==> src/sois_pkg.sv <==
/*
  sois_pkg: constants and types shared by the scalar operand input stage.
  Assumes: included before the interface and all modules; nothing imported.
*/
`default_nettype none
package sois_pkg;
  // data path widths
  localparam int DATA_W = 64;
  localparam int OPC_W = 8;
  localparam int WADDR_W = 3;
  localparam int OADDR_W = 24;
  localparam int WSIZE_W = 2;
  // reset values
  localparam logic [DATA_W-1:0] DATA_RST = 64'h0;
  localparam logic [OADDR_W-1:0] OADDR_RST = 24'h0;
  localparam logic [OPC_W-1:0] OPC_RST = 8'h0;
  localparam logic [WSIZE_W-1:0] WSIZE_RST = 2'h0;
  localparam logic [WADDR_W-1:0] WADDR_RST = 3'h0;
  // apb register offsets (byte addresses)
  localparam logic [7:0] STATUS_OFF = 8'h00;
  localparam logic [7:0] CTRL_OFF = 8'h04;
  localparam logic [7:0] INL_LO_OFF = 8'h08;
  localparam logic [7:0] XADDR_OFF = 8'h0c;
  // status field positions
  localparam int ST_ACTIVE = 0;
  localparam int ST_DPRES = 1;
  localparam int ST_INL_FULL = 2;
  localparam int ST_REG_FULL = 3;
  localparam int ST_XAVAL = 4;
  localparam int ST_YFIRST = 5;
  localparam int ST_XVAL = 6;
  localparam int ST_XREQ = 7;
  localparam int ST_STATE = 8;
  // control field: freeze stops acceptance of new commands
  localparam int CT_FREEZE = 0;
  localparam logic CTRL_RST = 1'b0;
  // controller states, one-hot
  typedef enum logic [2:0] {
    SOIS_IDLE = 3'b001,
    SOIS_FETCH = 3'b010,
    SOIS_HOLD = 3'b100
  } sois_state_e;
endpackage : sois_pkg
`default_nettype wire

==> src/sois_fetch_if.sv <==
/*
  sois_fetch_if: octet fetch request path from the input stage to the memory requester.
  Assumes: one clock domain; the requester answers with a one-cycle return pulse.
*/
`timescale 1ns/100ps
`default_nettype none
interface sois_fetch_if;
  logic req;
  logic [sois_pkg::OADDR_W-1:0] addr;
  logic done;
  modport ctl (output req, output addr, input done);
  modport req_side (input req, input addr, output done);
endinterface : sois_fetch_if
`default_nettype wire

==> src/sois_fetch_req.sv <==
/*
  sois_fetch_req: holds the x octet fetch request until memory returns the octet.
  Assumes: mem_done pulses once per granted fetch; start and done never coincide.
*/
`timescale 1ns/100ps
`default_nettype none
module sois_fetch_req (
  // clock and reset
  input wire logic pclk,
  input wire logic presetn,
  // request side
  input wire logic start,
  input wire logic [sois_pkg::OADDR_W-1:0] start_addr,
  // memory side
  input wire logic mem_done,
  sois_fetch_if.ctl fif
);
  logic req_ff;
  logic [sois_pkg::OADDR_W-1:0] addr_ff;

  // request stays up until the octet returns
  always_ff @(posedge pclk or negedge presetn) begin
    if (!presetn) begin
      req_ff <= 1'b0;
    end else if (start) begin
      req_ff <= 1'b1;
    end else if (mem_done) begin
      req_ff <= 1'b0;
    end
  end

  // fetch address register
  always_ff @(posedge pclk or negedge presetn) begin
    if (!presetn) begin
      addr_ff <= sois_pkg::OADDR_RST;
    end else if (start) begin
      addr_ff <= start_addr;
    end
  end

  assign fif.req = req_ff;
  assign fif.addr = addr_ff;
endmodule // sois_fetch_req
`default_nettype wire

==> src/sois_input_stage.sv <==
/*
  sois_input_stage: level 5 scalar operand input stage controller with apb status.
  Assumes: issue unit holds its command until accept is seen; level 6 and the
  memory requester are logic in the same clock domain.
*/
// Added by the designer: the register addresses and register access over APB.
// Overview of operation
// - only scalar loads are handled here; vector loads bypass this block.
// - when the stage is idle it takes an immediate, x buffer or y buffer load.
// - an immediate load copies the operand, sets immediate full and data present.
// - a present register operand is copied in and sets register full.
// - an immediate load sets active, passes opcode and word size, and accepts.
// - an x buffer load steers the addressed x word into the level 6 output.
// - an x buffer load copies the word address, sets x address valid, clears y first.
// - y first chooses which buffer receives the next octet from memory.
// - a needed fetch loads the fetch address, raises the request, clears x valid.
// - after a fetch the stage is active and waits for the octet to return.
// - actions are qualified by level 5 and 6 status and issue unit bits.
// - with no fetch and x valid the stage waits while x update is pending.
// - the stage passes on only with data present, select next and level 6 accept.
`timescale 1ns/100ps
`default_nettype none
module sois_input_stage #(
  parameter int DATA_W = sois_pkg::DATA_W,
  parameter int OPC_W = sois_pkg::OPC_W
) (
  // clock and reset
  input wire logic pclk,
  input wire logic presetn,
  // apb slave
  input wire logic psel,
  input wire logic penable,
  input wire logic pwrite,
  input wire logic [7:0] paddr,
  input wire logic [31:0] pwdata,
  output logic [31:0] prdata,
  output logic pready,
  output logic pslverr,
  // issue unit level 3/4 command
  input wire logic immediate_ctl_bit,
  input wire logic x_buffer_load_bit,
  input wire logic y_buffer_load_bit,
  input wire logic x_fetch_needed_bit,
  input wire logic reg_operand_present_bit,
  input wire logic x_update_pending,
  input wire logic [DATA_W-1:0] issue_addr_operand_reg,
  input wire logic [DATA_W-1:0] issue_reg_operand,
  input wire logic [OPC_W-1:0] issue_opcode_y,
  input wire logic [sois_pkg::WSIZE_W-1:0] issue_word_size,
  output logic input_accept_to_issue,
  // level 6 side
  input wire logic select_next_signal,
  input wire logic level6_accept,
  input wire logic [DATA_W-1:0] x_buffer_word,
  output logic level6_load,
  output logic [DATA_W-1:0] level6_output_reg,
  output logic [DATA_W-1:0] reg_operand_ff_out,
  output logic [OPC_W-1:0] microcode_addr,
  output logic [sois_pkg::WSIZE_W-1:0] word_size_sel,
  output logic [sois_pkg::WADDR_W-1:0] x_word_select,
  output logic y_first_pointer,
  // memory requester
  input wire logic mem_octet_done,
  output logic x_fetch_request,
  output logic [sois_pkg::OADDR_W-1:0] x_fetch_addr_reg
);
  ////////////////////////////////////////////////////////////////////////////
  sois_pkg::sois_state_e state_ff, nxt_state;
  logic input_active_flag_ff, input_data_present_ff, immediate_full_flag_ff;
  logic reg_full_flag_ff, x_addr_valid_flag_ff, y_first_ff, x_buffer_valid_flag_ff;
  logic [DATA_W-1:0] immediate_holder_ff, reg_op_ff, out_ff;
  logic [sois_pkg::WADDR_W-1:0] x_operand_addr_reg_ff;
  logic [OPC_W-1:0] opc_ff;
  logic [sois_pkg::WSIZE_W-1:0] wsize_ff;
  logic ctrl_freeze_ff;
  logic pass_on, can_take, take_cmd, take_inline, take_x, take_y, start_fetch, x_ready;
  logic x_wait_done;
  sois_fetch_if fif ();

  ////////////////////////////////////////////////////////////////////////////
  // the stage hands off only when all four level 5/6 conditions agree
  assign pass_on = input_active_flag_ff && input_data_present_ff
                   && select_next_signal && level6_accept;
  // idle, or emptying this edge, frees the stage; software freeze holds it
  assign can_take = (!input_active_flag_ff || pass_on) && !ctrl_freeze_ff;
  // vector commands never arrive on these bits, so only scalar paths exist
  assign take_inline = can_take && immediate_ctl_bit;
  assign take_x = can_take && !immediate_ctl_bit && x_buffer_load_bit;
  // y path: accepted as a plain load, its buffer detail lives elsewhere
  assign take_y = can_take && !immediate_ctl_bit && !x_buffer_load_bit
                  && y_buffer_load_bit;
  assign take_cmd = take_inline || take_x || take_y;
  assign start_fetch = take_x && x_fetch_needed_bit;
  // x data usable only when valid and no update is still running
  assign x_ready = x_buffer_valid_flag_ff && !x_update_pending;
  assign x_wait_done = (state_ff == sois_pkg::SOIS_HOLD) && x_ready;
  assign input_accept_to_issue = take_cmd;
  assign level6_load = pass_on;

  ////////////////////////////////////////////////////////////////////////////
  // controller state: idle, waiting on a fetch, or holding for x update
  always_comb begin
    nxt_state = state_ff;
    case (state_ff)
      sois_pkg::SOIS_IDLE: begin
        if (start_fetch) begin
          nxt_state = sois_pkg::SOIS_FETCH;
        end else if (take_x && !x_ready) begin
          nxt_state = sois_pkg::SOIS_HOLD;
        end
      end
      sois_pkg::SOIS_FETCH: begin
        if (mem_octet_done) begin
          nxt_state = sois_pkg::SOIS_HOLD;
        end
      end
      sois_pkg::SOIS_HOLD: begin
        if (x_ready) begin
          nxt_state = sois_pkg::SOIS_IDLE;
        end
      end
      default: nxt_state = sois_pkg::SOIS_IDLE;
    endcase
  end

  always_ff @(posedge pclk or negedge presetn) begin
    if (!presetn) begin
      state_ff <= sois_pkg::SOIS_IDLE;
    end else begin
      state_ff <= nxt_state;
    end
  end

  ////////////////////////////////////////////////////////////////////////////
  // activity flag: set on any accepted command, cleared when handed on
  always_ff @(posedge pclk or negedge presetn) begin
    if (!presetn) begin
      input_active_flag_ff <= 1'b0;
    end else if (take_cmd) begin
      input_active_flag_ff <= 1'b1;
    end else if (pass_on) begin
      input_active_flag_ff <= 1'b0;
    end
  end

  // data present: immediate at once, x path once octet is ready
  always_ff @(posedge pclk or negedge presetn) begin
    if (!presetn) begin
      input_data_present_ff <= 1'b0;
    end else if (take_inline || take_y || (take_x && !x_fetch_needed_bit && x_ready)) begin
      input_data_present_ff <= 1'b1;
    end else if (x_wait_done) begin
      input_data_present_ff <= 1'b1;
    end else if (pass_on || take_x) begin
      input_data_present_ff <= 1'b0;
    end
  end

  // immediate holder and full flag
  always_ff @(posedge pclk or negedge presetn) begin
    if (!presetn) begin
      immediate_holder_ff <= DATA_W'(sois_pkg::DATA_RST);
      immediate_full_flag_ff <= 1'b0;
    end else if (take_inline) begin
      immediate_holder_ff <= issue_addr_operand_reg;
      immediate_full_flag_ff <= 1'b1;
    end else if (pass_on) begin
      immediate_full_flag_ff <= 1'b0;
    end
  end

  // register operand holder: loaded on any accepted command that carries one
  always_ff @(posedge pclk or negedge presetn) begin
    if (!presetn) begin
      reg_op_ff <= DATA_W'(sois_pkg::DATA_RST);
      reg_full_flag_ff <= 1'b0;
    end else if (take_cmd && reg_operand_present_bit) begin
      reg_op_ff <= issue_reg_operand;
      reg_full_flag_ff <= 1'b1;
    end else if (pass_on) begin
      reg_full_flag_ff <= 1'b0;
    end
  end

  // opcode and word size follow every accepted command
  always_ff @(posedge pclk or negedge presetn) begin
    if (!presetn) begin
      opc_ff <= OPC_W'(sois_pkg::OPC_RST);
      wsize_ff <= sois_pkg::WSIZE_RST;
    end else if (take_cmd) begin
      opc_ff <= issue_opcode_y;
      wsize_ff <= issue_word_size;
    end
  end

  ////////////////////////////////////////////////////////////////////////////
  // x word address, its valid flag and the y first pointer
  always_ff @(posedge pclk or negedge presetn) begin
    if (!presetn) begin
      x_operand_addr_reg_ff <= sois_pkg::WADDR_RST;
      x_addr_valid_flag_ff <= 1'b0;
      y_first_ff <= 1'b0;
    end else if (take_x) begin
      x_operand_addr_reg_ff <= issue_addr_operand_reg[sois_pkg::WADDR_W-1:0];
      x_addr_valid_flag_ff <= 1'b1;
      y_first_ff <= 1'b0;
    end else begin
      // a y load points the next memory octet at the y buffer
      if (take_y) begin
        y_first_ff <= 1'b1;
      end
      if (pass_on) begin
        x_addr_valid_flag_ff <= 1'b0;
      end
    end
  end

  // x buffer valid: cleared when a fetch starts, set when the octet lands
  always_ff @(posedge pclk or negedge presetn) begin
    if (!presetn) begin
      x_buffer_valid_flag_ff <= 1'b0;
    end else if (start_fetch) begin
      x_buffer_valid_flag_ff <= 1'b0;
    end else if (fif.done && !y_first_ff) begin
      x_buffer_valid_flag_ff <= 1'b1;
    end
  end

  // level 6 output: x word when the x address is live, else immediate
  always_ff @(posedge pclk or negedge presetn) begin
    if (!presetn) begin
      out_ff <= DATA_W'(sois_pkg::DATA_RST);
    end else if (pass_on) begin
      out_ff <= x_addr_valid_flag_ff ? x_buffer_word : immediate_holder_ff;
    end
  end

  ////////////////////////////////////////////////////////////////////////////
  // fetch request held in its own small block
  sois_fetch_req u_fetch (
    .pclk(pclk),
    .presetn(presetn),
    .start(start_fetch),
    .start_addr(issue_addr_operand_reg[sois_pkg::OADDR_W-1:0]),
    .mem_done(mem_octet_done),
    .fif(fif.ctl)
  );
  assign x_fetch_request = fif.req;
  assign x_fetch_addr_reg = fif.addr;
  assign fif.done = mem_octet_done;

  assign level6_output_reg = out_ff;
  assign reg_operand_ff_out = reg_op_ff;
  assign microcode_addr = opc_ff;
  assign word_size_sel = wsize_ff;
  assign x_word_select = x_operand_addr_reg_ff;
  assign y_first_pointer = y_first_ff;

  ////////////////////////////////////////////////////////////////////////////
  // apb: zero wait states; unmapped reads give zero and flag an error
  assign pready = 1'b1;
  always_ff @(posedge pclk or negedge presetn) begin
    if (!presetn) begin
      ctrl_freeze_ff <= sois_pkg::CTRL_RST;
    end else if (psel && penable && pwrite && paddr == sois_pkg::CTRL_OFF) begin
      ctrl_freeze_ff <= pwdata[sois_pkg::CT_FREEZE];
    end
  end

  // read mux, decoded by address chain
  always_comb begin
    prdata = 32'h0;
    pslverr = 1'b0;
    if (paddr == sois_pkg::STATUS_OFF) begin
      prdata[sois_pkg::ST_ACTIVE] = input_active_flag_ff;
      prdata[sois_pkg::ST_DPRES] = input_data_present_ff;
      prdata[sois_pkg::ST_INL_FULL] = immediate_full_flag_ff;
      prdata[sois_pkg::ST_REG_FULL] = reg_full_flag_ff;
      prdata[sois_pkg::ST_XAVAL] = x_addr_valid_flag_ff;
      prdata[sois_pkg::ST_YFIRST] = y_first_ff;
      prdata[sois_pkg::ST_XVAL] = x_buffer_valid_flag_ff;
      prdata[sois_pkg::ST_XREQ] = fif.req;
      prdata[sois_pkg::ST_STATE +: 3] = state_ff;
    end else if (paddr == sois_pkg::CTRL_OFF) begin
      prdata[sois_pkg::CT_FREEZE] = ctrl_freeze_ff;
    end else if (paddr == sois_pkg::INL_LO_OFF) begin
      prdata = immediate_holder_ff[31:0];
    end else if (paddr == sois_pkg::XADDR_OFF) begin
      prdata[sois_pkg::WADDR_W-1:0] = x_operand_addr_reg_ff;
    end else begin
      pslverr = psel && penable;
    end
  end
endmodule // sois_input_stage
`default_nettype wire

==> config.mk <==
export PLATFORM = sky130hd
export DESIGN_NAME = sois_input_stage
export DESIGN_NICKNAME = d
export VERILOG_FILES = /design/src/sois_pkg.sv /design/src/sois_fetch_if.sv /design/src/sois_fetch_req.sv /design/src/sois_input_stage.sv
export SDC_FILE = /design/constraint.sdc
export NUM_CORES = 1
export LEC_CHECK = 0
export ABC_AREA = 0
export BUFFER_PORTS_ARGS = -buffer_cell sky130_fd_sc_hd__buf_2
export CELL_PAD_IN_SITES_DETAIL_PLACEMENT = 2
export CELL_PAD_IN_SITES_GLOBAL_PLACEMENT = 2
export CORE_MARGIN = 4
export CORE_UTILIZATION = 29
export DETAILED_ROUTE_END_ITERATION = 8
export GPL_TIMING_DRIVEN = 0
export PLACE_DENSITY_LB_ADDON = 0.1
export SYNTH_ARGS = -nofsm -noshare
export SYNTH_HDL_FRONTEND = slang
export SYNTH_SLANG_ARGS = --single-unit
==> constraint.sdc <==
create_clock -name pclk -period 2.1 [get_ports pclk]
set_input_delay 0.105 -clock pclk [delete_from_list [all_inputs] [get_ports pclk]]
set_output_delay 0.105 -clock pclk [all_outputs]
set_load 0.02 [all_outputs]
**Word-level counts from Yosys, hierarchy flattened**

Cells that the tools add are included.

- Mux-type cells: 31
- Shift-type cells: 0
- Reductions and logical operators: 44
- Divide/modulo/power cells: 0
- Magnitude comparators: 0
- Eq/ne operators: 9
- $mul: 0
- Bitwise operators: 0
- $add $sub $neg: 0

Operators by type and width:

| cell | count |
|---|---|
| 64-bit two-way mux | 1 |
| 31-bit two-way mux | 1 |
| 29-bit two-way mux | 1 |
| 21-bit two-way mux | 1 |
| 1-bit logical AND | 20 |
| 1-bit two-way mux | 19 |
| 3-bit two-way mux | 6 |
| 8-bit by 4-bit equality test with 1-bit output (second input constant) | 2 |
| 2-bit nonzero test | 7 |
| 11-bit two-way mux | 1 |
| 3-bit one-hot mux with 3 select lines | 1 |
| 8-bit by 3-bit equality test with 1-bit output (second input constant) | 1 |
| 1-bit zero test | 8 |
| 8-bit zero test | 1 |
| 1-bit logical OR | 6 |
| 2-bit inequality test (second input constant) | 2 |
| 3-bit by 1-bit equality test with 1-bit output (second input constant) | 1 |
| 3-bit by 2-bit equality test with 1-bit output (second input constant) | 1 |
| 3-bit equality test (second input constant) | 1 |
| 3-bit inequality test (second input constant) | 1 |
| 3-bit AND reduction | 1 |
| 3-bit nonzero test | 1 |

- Bits in writable memories: 0
- Memories kept: 0
- Bits in latches: 0
- Word-level logic and storage cells: 101
- Memory bits (read-only): 0
- Register bits: 241
- Bits of input ports: 256

**Logic depth before layout (Yosys ltp)**

- Word-level depth: 11
- Gate-level depth with buffers: 6
- Depth with buffers taken out: 4

**Hierarchy**

A second synthesis with hierarchy kept.

- Cell total of the unflattened synthesis: 749
- Area, all modules: 10136.0 µm²

Modules (own cells, without submodules):

| module | cells an instance | area each (µm²) | seq. area each (µm²) | times used |
|---|---|---|---|---|
| sois_input_stage | 695 | 9106.2 | 5406.4 | 1 |
| sois_fetch_req | 54 | 1029.7 | 625.6 | 1 |

**Worst setup path before layout**

Ideal clock, no wire load.

- Path kind: reg-to-reg
- From: register input_data_present_ff
- To: register u_fetch.addr_ff (netlist bit u_fetch.fif.addr[0])
- Period minus slack after synthesis: 1.782 ns
- Stages on the path, launching flop included: 6
- Slack: 0.318 ns
- Required time: 1.975 ns
- Setup time: 0.125 ns
- Buffers on the path: 1
- Arrival time: 1.658 ns
- Path through: dfrtp_1 nand3_4 a21oi_2 nor4b_4 buf_6 mux2_2

- Cells in the longest elaborated chain, start to end: 8

Ends and longest elaborated chain:

| what | RTL line | text |
|---|---|---|
| start, declared | sois_input_stage.sv:69 | `logic input_active_flag_ff, input_data_present_ff, immediate_full_flag_ff;` |
| start signal, assigned | sois_input_stage.sv:149 | `input_data_present_ff <= 1'b0;` |
| start signal, assigned | sois_input_stage.sv:151 | `input_data_present_ff <= 1'b1;` |
| start signal, assigned | sois_input_stage.sv:153 | `input_data_present_ff <= 1'b1;` |
| 1-bit logical AND | sois_input_stage.sv:82 | `assign pass_on = input_active_flag_ff && input_data_present_ff` |
| 1-bit logical AND (2 in series) | sois_input_stage.sv:83 | `&& select_next_signal && level6_accept;` |
| 1-bit logical OR | sois_input_stage.sv:85 | `assign can_take = (!input_active_flag_ff \|\| pass_on) && !ctrl_freeze_ff;` |
| 1-bit logical AND | sois_input_stage.sv:85 |  |
| 1-bit logical AND (2 in series) | sois_input_stage.sv:88 | `assign take_x = can_take && !immediate_ctl_bit && x_buffer_load_bit;` |
| 1-bit logical AND | sois_input_stage.sv:93 | `assign start_fetch = take_x && x_fetch_needed_bit;` |
| end signal, assigned | sois_fetch_req.sv:35 | `addr_ff <= sois_pkg::OADDR_RST;` |
| end signal, assigned | sois_fetch_req.sv:37 | `addr_ff <= start_addr;` |
| end, declared | sois_fetch_req.sv:19 | `logic [sois_pkg::OADDR_W-1:0] addr_ff;` |

Every way passes these cells.
A chain may end at the register's enable or synchronous reset.

**Worst setup path in the final report**

- From: register input_data_present_ff
- To: register reg_op_ff[25], in the netlist reg_operand_ff_out[25]

- Cells in the longest elaborated chain, start to end: 10
- Elaborated cells between the ends (all ways): 13

Ends and longest elaborated chain:

| what | RTL line | text |
|---|---|---|
| 1-bit logical AND (*) | sois_input_stage.sv:82 |  |
| 1-bit logical AND (*) (2 in series) | sois_input_stage.sv:83 |  |
| 1-bit logical OR (*) | sois_input_stage.sv:85 |  |
| 1-bit logical AND (*) | sois_input_stage.sv:85 |  |
| 1-bit logical AND | sois_input_stage.sv:88, sois_input_stage.sv:90 |  |
| 1-bit logical AND (on tied branches) | sois_input_stage.sv:88, sois_input_stage.sv:90 |  |
| 1-bit logical OR or 1-bit logical AND (tied branches) | sois_input_stage.sv:92, sois_input_stage.sv:91 |  |
| 1-bit logical OR (*) | sois_input_stage.sv:92 | `assign take_cmd = take_inline \|\| take_x \|\| take_y;` |
| 1-bit logical AND (*) | sois_input_stage.sv:177 | `end else if (take_cmd && reg_operand_present_bit) begin` |
| end signal, assigned | sois_input_stage.sv:175 | `reg_op_ff <= DATA_W'(sois_pkg::DATA_RST);` |
| end signal, assigned | sois_input_stage.sv:178 | `reg_op_ff <= issue_reg_operand;` |
| end, declared | sois_input_stage.sv:71 | `logic [DATA_W-1:0] immediate_holder_ff, reg_op_ff, out_ff;` |

Mark *: on every way between the ends. The rest lies on a longest branch, timed or not.

==> summary.md <==
| Metric | Value |
|---|---|
| Hold WC Path Type | in -> async |
| Layout cell share with drive strength beyond 1 | 45.2% |
| GRT Overall Usage | 21.6% |
| Drt total wl | 42.0 mm |
| VDD IR max | 697 µV |
| Post-Syn Area | 10100 µm² |
| Final Hold Vio Count | 0 |
| Relative slew slack | a little over two fifths |
| Die Height | 194 µm |
| Power, Total | between 20 and 25 mW |
| Io pins | around 460 |
| Setup violations, final | 0 |
| Critical Path Max Stage Delay | 0.43 ns |
| CP Capture Type | flip-flop |
| WL/cell | 22.1 µm |
| Die area | roughly 38000 µm² |
| Crit share post-route | 96.8% |
| Slew at the pin with the worst max-slew slack | 0.866 ns |
| Drt first pass iters | 4 |
| # Max-Cap Violations | 0 |
| Syn avg cell area | 13.8 µm² |
| Required @ worst endpoint | 2.52 ns |
| TNS Setup | 0 ns |
| Iter 0 DRT Violations | 226 |
| Critical path's slowest cell | dfrtp_2 |
| Clock tree buffer depth | 3 |
| Crit path cell chain | nand3_4 > a221oi_4 > and2_4 > buf_12 > buf_8 > mux2_1 |
| Post-Syn Instances | 733 |
| Starting density of the core | 29.3% |
| Critical Path Fanout Max | 10 |
| Post-route ant nets | 0 |
| Core area | 34500 µm² |
| Chip width | 194 µm |
| Post-Syn Nets | between 900 and 1000 |
| Post-synth ARST share | 100% |
| First-pass GRT wire length | 64.5 mm |
| Antenna violations before repair | 1 |
| CTS clk-pin slew, worst paths | 0.07 ns |
| Root buf cell | clkbuf_16 |
| Via count | 8719 |
| Hpwl dp | 27.2 mm |
| Vias in the first global route | 10500 |
| Nets | 1673 |
| Post-synth cell types | 48 |
| Most used DFF post-synth | dfrtp_1 |
| Seq/Total Area, Yosys | between 50% and 60% |
| Syn. warnings | 0 |
| Number of H-tree levels | 1 |
| EDFF count, synth | 0 |
| CP arrival | 2.45 ns |
| Via-per-instance ratio | 4.60 |
| Cell leakage power | 7.86 nW |
| Power per Cell Area | 1430 nW/µm² |
| RePlAce Congestion | 0.747 |
| Flop and latch count out of synthesis | 241 |
| Grt total ovfl | 0 |
| Minimum clock period | just over 2 ns |
| CTS tree | built |
| Clk sinks | 241 |
| Total CTS buffers | 30 |
| DR DRC count | 0 |
| Max-slew violation count | 0 |
| # rows | 68 |
| Largest net degree at the start of global routing | 109 |
| Area growth syn-to-layout | 60.2% |
| Clk_lat worst skew | ~0.55 ns |
| Status | finished clean |
| Achievable Freq | 0.492 GHz |
| IO buf count | around 430 |
| Worst Setup Path Type | reg -> reg |
| Startpoint types | flip-flop |
| Worst Skew | 0.0132 ns |
[cell usage after synthesis, drive strengths merged, types with 2 or more instances]
library cell	n	area share, %
dfrtp	240	60
mux2	168	19
nand2	66	2.5
mux2i	64	6.4
o21ai	64	3.2
buf	27	2.2
and2	23	1.4
clkbuf	18	0.77
a22o	8	0.69
inv	7	0.26
nor2	7	0.26
a21o	5	0.40
a21oi	4	0.24
nor3	3	0.15
nor4b	3	0.41
a22oi	2	0.15
a31oi	2	0.12
and3	2	0.12
nand3	2	0.22
nand4	2	0.12
[cells in the final DEF (no fill, tap or decap), types with 2 or more instances in the layout]
cell | Yosys | final
buf_4 | 7 | 23
buf_8 | 5 | 6
buf_2 | 9 | 428
nor4b_1 | 2 | 2
buf_16 | 0 | 2
mux2_2 | 111 | 111
a21o_2 | 2 | 2
o21ai_0 | 64 | 64
a22o_1 | 8 | 8
mux2_1 | 49 | 49
bufinv_16 | 0 | 3
clkbuf_1 | 17 | 20
nand2_1 | 66 | 66
clkinv_2 | 0 | 8
a21o_1 | 3 | 3
mux2i_1 | 64 | 64
clkbuf_4 | 0 | 2
dfrtp_1 | 240 | 239
and2_1 | 22 | 21
nand4_1 | 2 | 2
dlygate4sd3_1 | 0 | 213
a31oi_1 | 2 | 2
and3_1 | 2 | 2
a22oi_1 | 2 | 2
clkbuf_16 | 0 | 31
inv_1 | 7 | 7
buf_6 | 3 | 5
nor2_1 | 7 | 7
a21oi_1 | 3 | 3
clkbuf_8 | 1 | 7
nor3_1 | 3 | 2
buf_1 | 3 | 3
mux2_4 | 8 | 8
[final cells by class]
type	count	area, µm²
fill	3516	18300
sequential	241	6030
timing repair buffer	654	4430
multi-input combinational	440	3750
clock inverter	11	130
inverter	7	26.3
tap	455	569
clock buffer	45	888
antenna	1	2.50
buffer	43	329
[layer usage]
metal	track usage [%]	wire [µm]	vias up	share of wire, %
met3	4.78	2300	70	5.5
met5	0	0	-	0
met4	6.33	1410	0	3.3
li1	-	-	3949	-
met1	24.9	16300	4416	39
met2	40.1	21900	284	52
[what timing repair did]
action                                 in CTS  in global routing
endpoints found under the hold margin     371                  0
buffers inserted                            5                  9
pin swaps                                   2                  2
setup endpoints to repair                 219                 52
hold buffers                              213                  0
gates resized for setup                    17                  3
[logic make-up after synthesis]
group / count (synthesis) / share of synthesized area (%)
compound gates: 93 / 5.82
buf+inv: 52 / 3.19
flops: 241 / 59.8
mux: 233 / 25.6
other cells: 1 / 0.0372
simple gates: 113 / 5.52
[power breakdown]
part / switching [mW] / internal [mW] / total, mW
Sequential: 1.37 / 6.93 / 8.30
Combinational: 5.41 / 4.02 / 9.43
Clock: 2.08 / 3.27 / 5.35
Total: 8.86 / 14.2 / 23.1
[final timing paths]
check,from,to,slack [ns],cells past startpoint
setup / recovery,input_data_present_ff,reg_operand_ff_out[25],0.07,6
min in group pclk,reg_operand_present_bit,reg_operand_ff_out[2],0.14,4
max in group asynchronous,presetn,reg_operand_ff_out[10],0.68,4
hold reg to reg,level6_output_reg[62],level6_output_reg[62],0.47,2
setup reg to reg,input_data_present_ff,reg_operand_ff_out[25],0.07,6
hold / removal,presetn,level6_output_reg[42],0.08,2
[critical path: cells and delay by family, from the launching register on]
kind	cells	cell delay (ns)
AO/OA/AOI/OAI	1	0.40
buffers and inverters	2	0.32
flip-flops	1	0.43
multiplexers	1	0.38
AND/OR/NAND/NOR	2	0.36
[through the flow]
| step | util (%) | setup slack, ns | cells | hold slack [ns] | instance area, µm² |
|---|---|---|---|---|---|
| after global placement | 37.1 | -3.99 | 1613 | 0.320 | 12800 |
| after global routing | 46.9 | -0.00209 | 1897 | 0.103 | 16200 |
| after CTS | 46.7 | 0.00837 | 1888 | 0.0705 | 16100 |
| after detailed placement | 37.3 | -0.429 | 1615 | 0.0564 | 12800 |
| after floorplan | - | 0.318 | 733 | -0.191 | 10100 |
| final | 46.9 | 0.0676 | 1897 | 0.0780 | 16200 |
(Power assumes the default switching activity.)
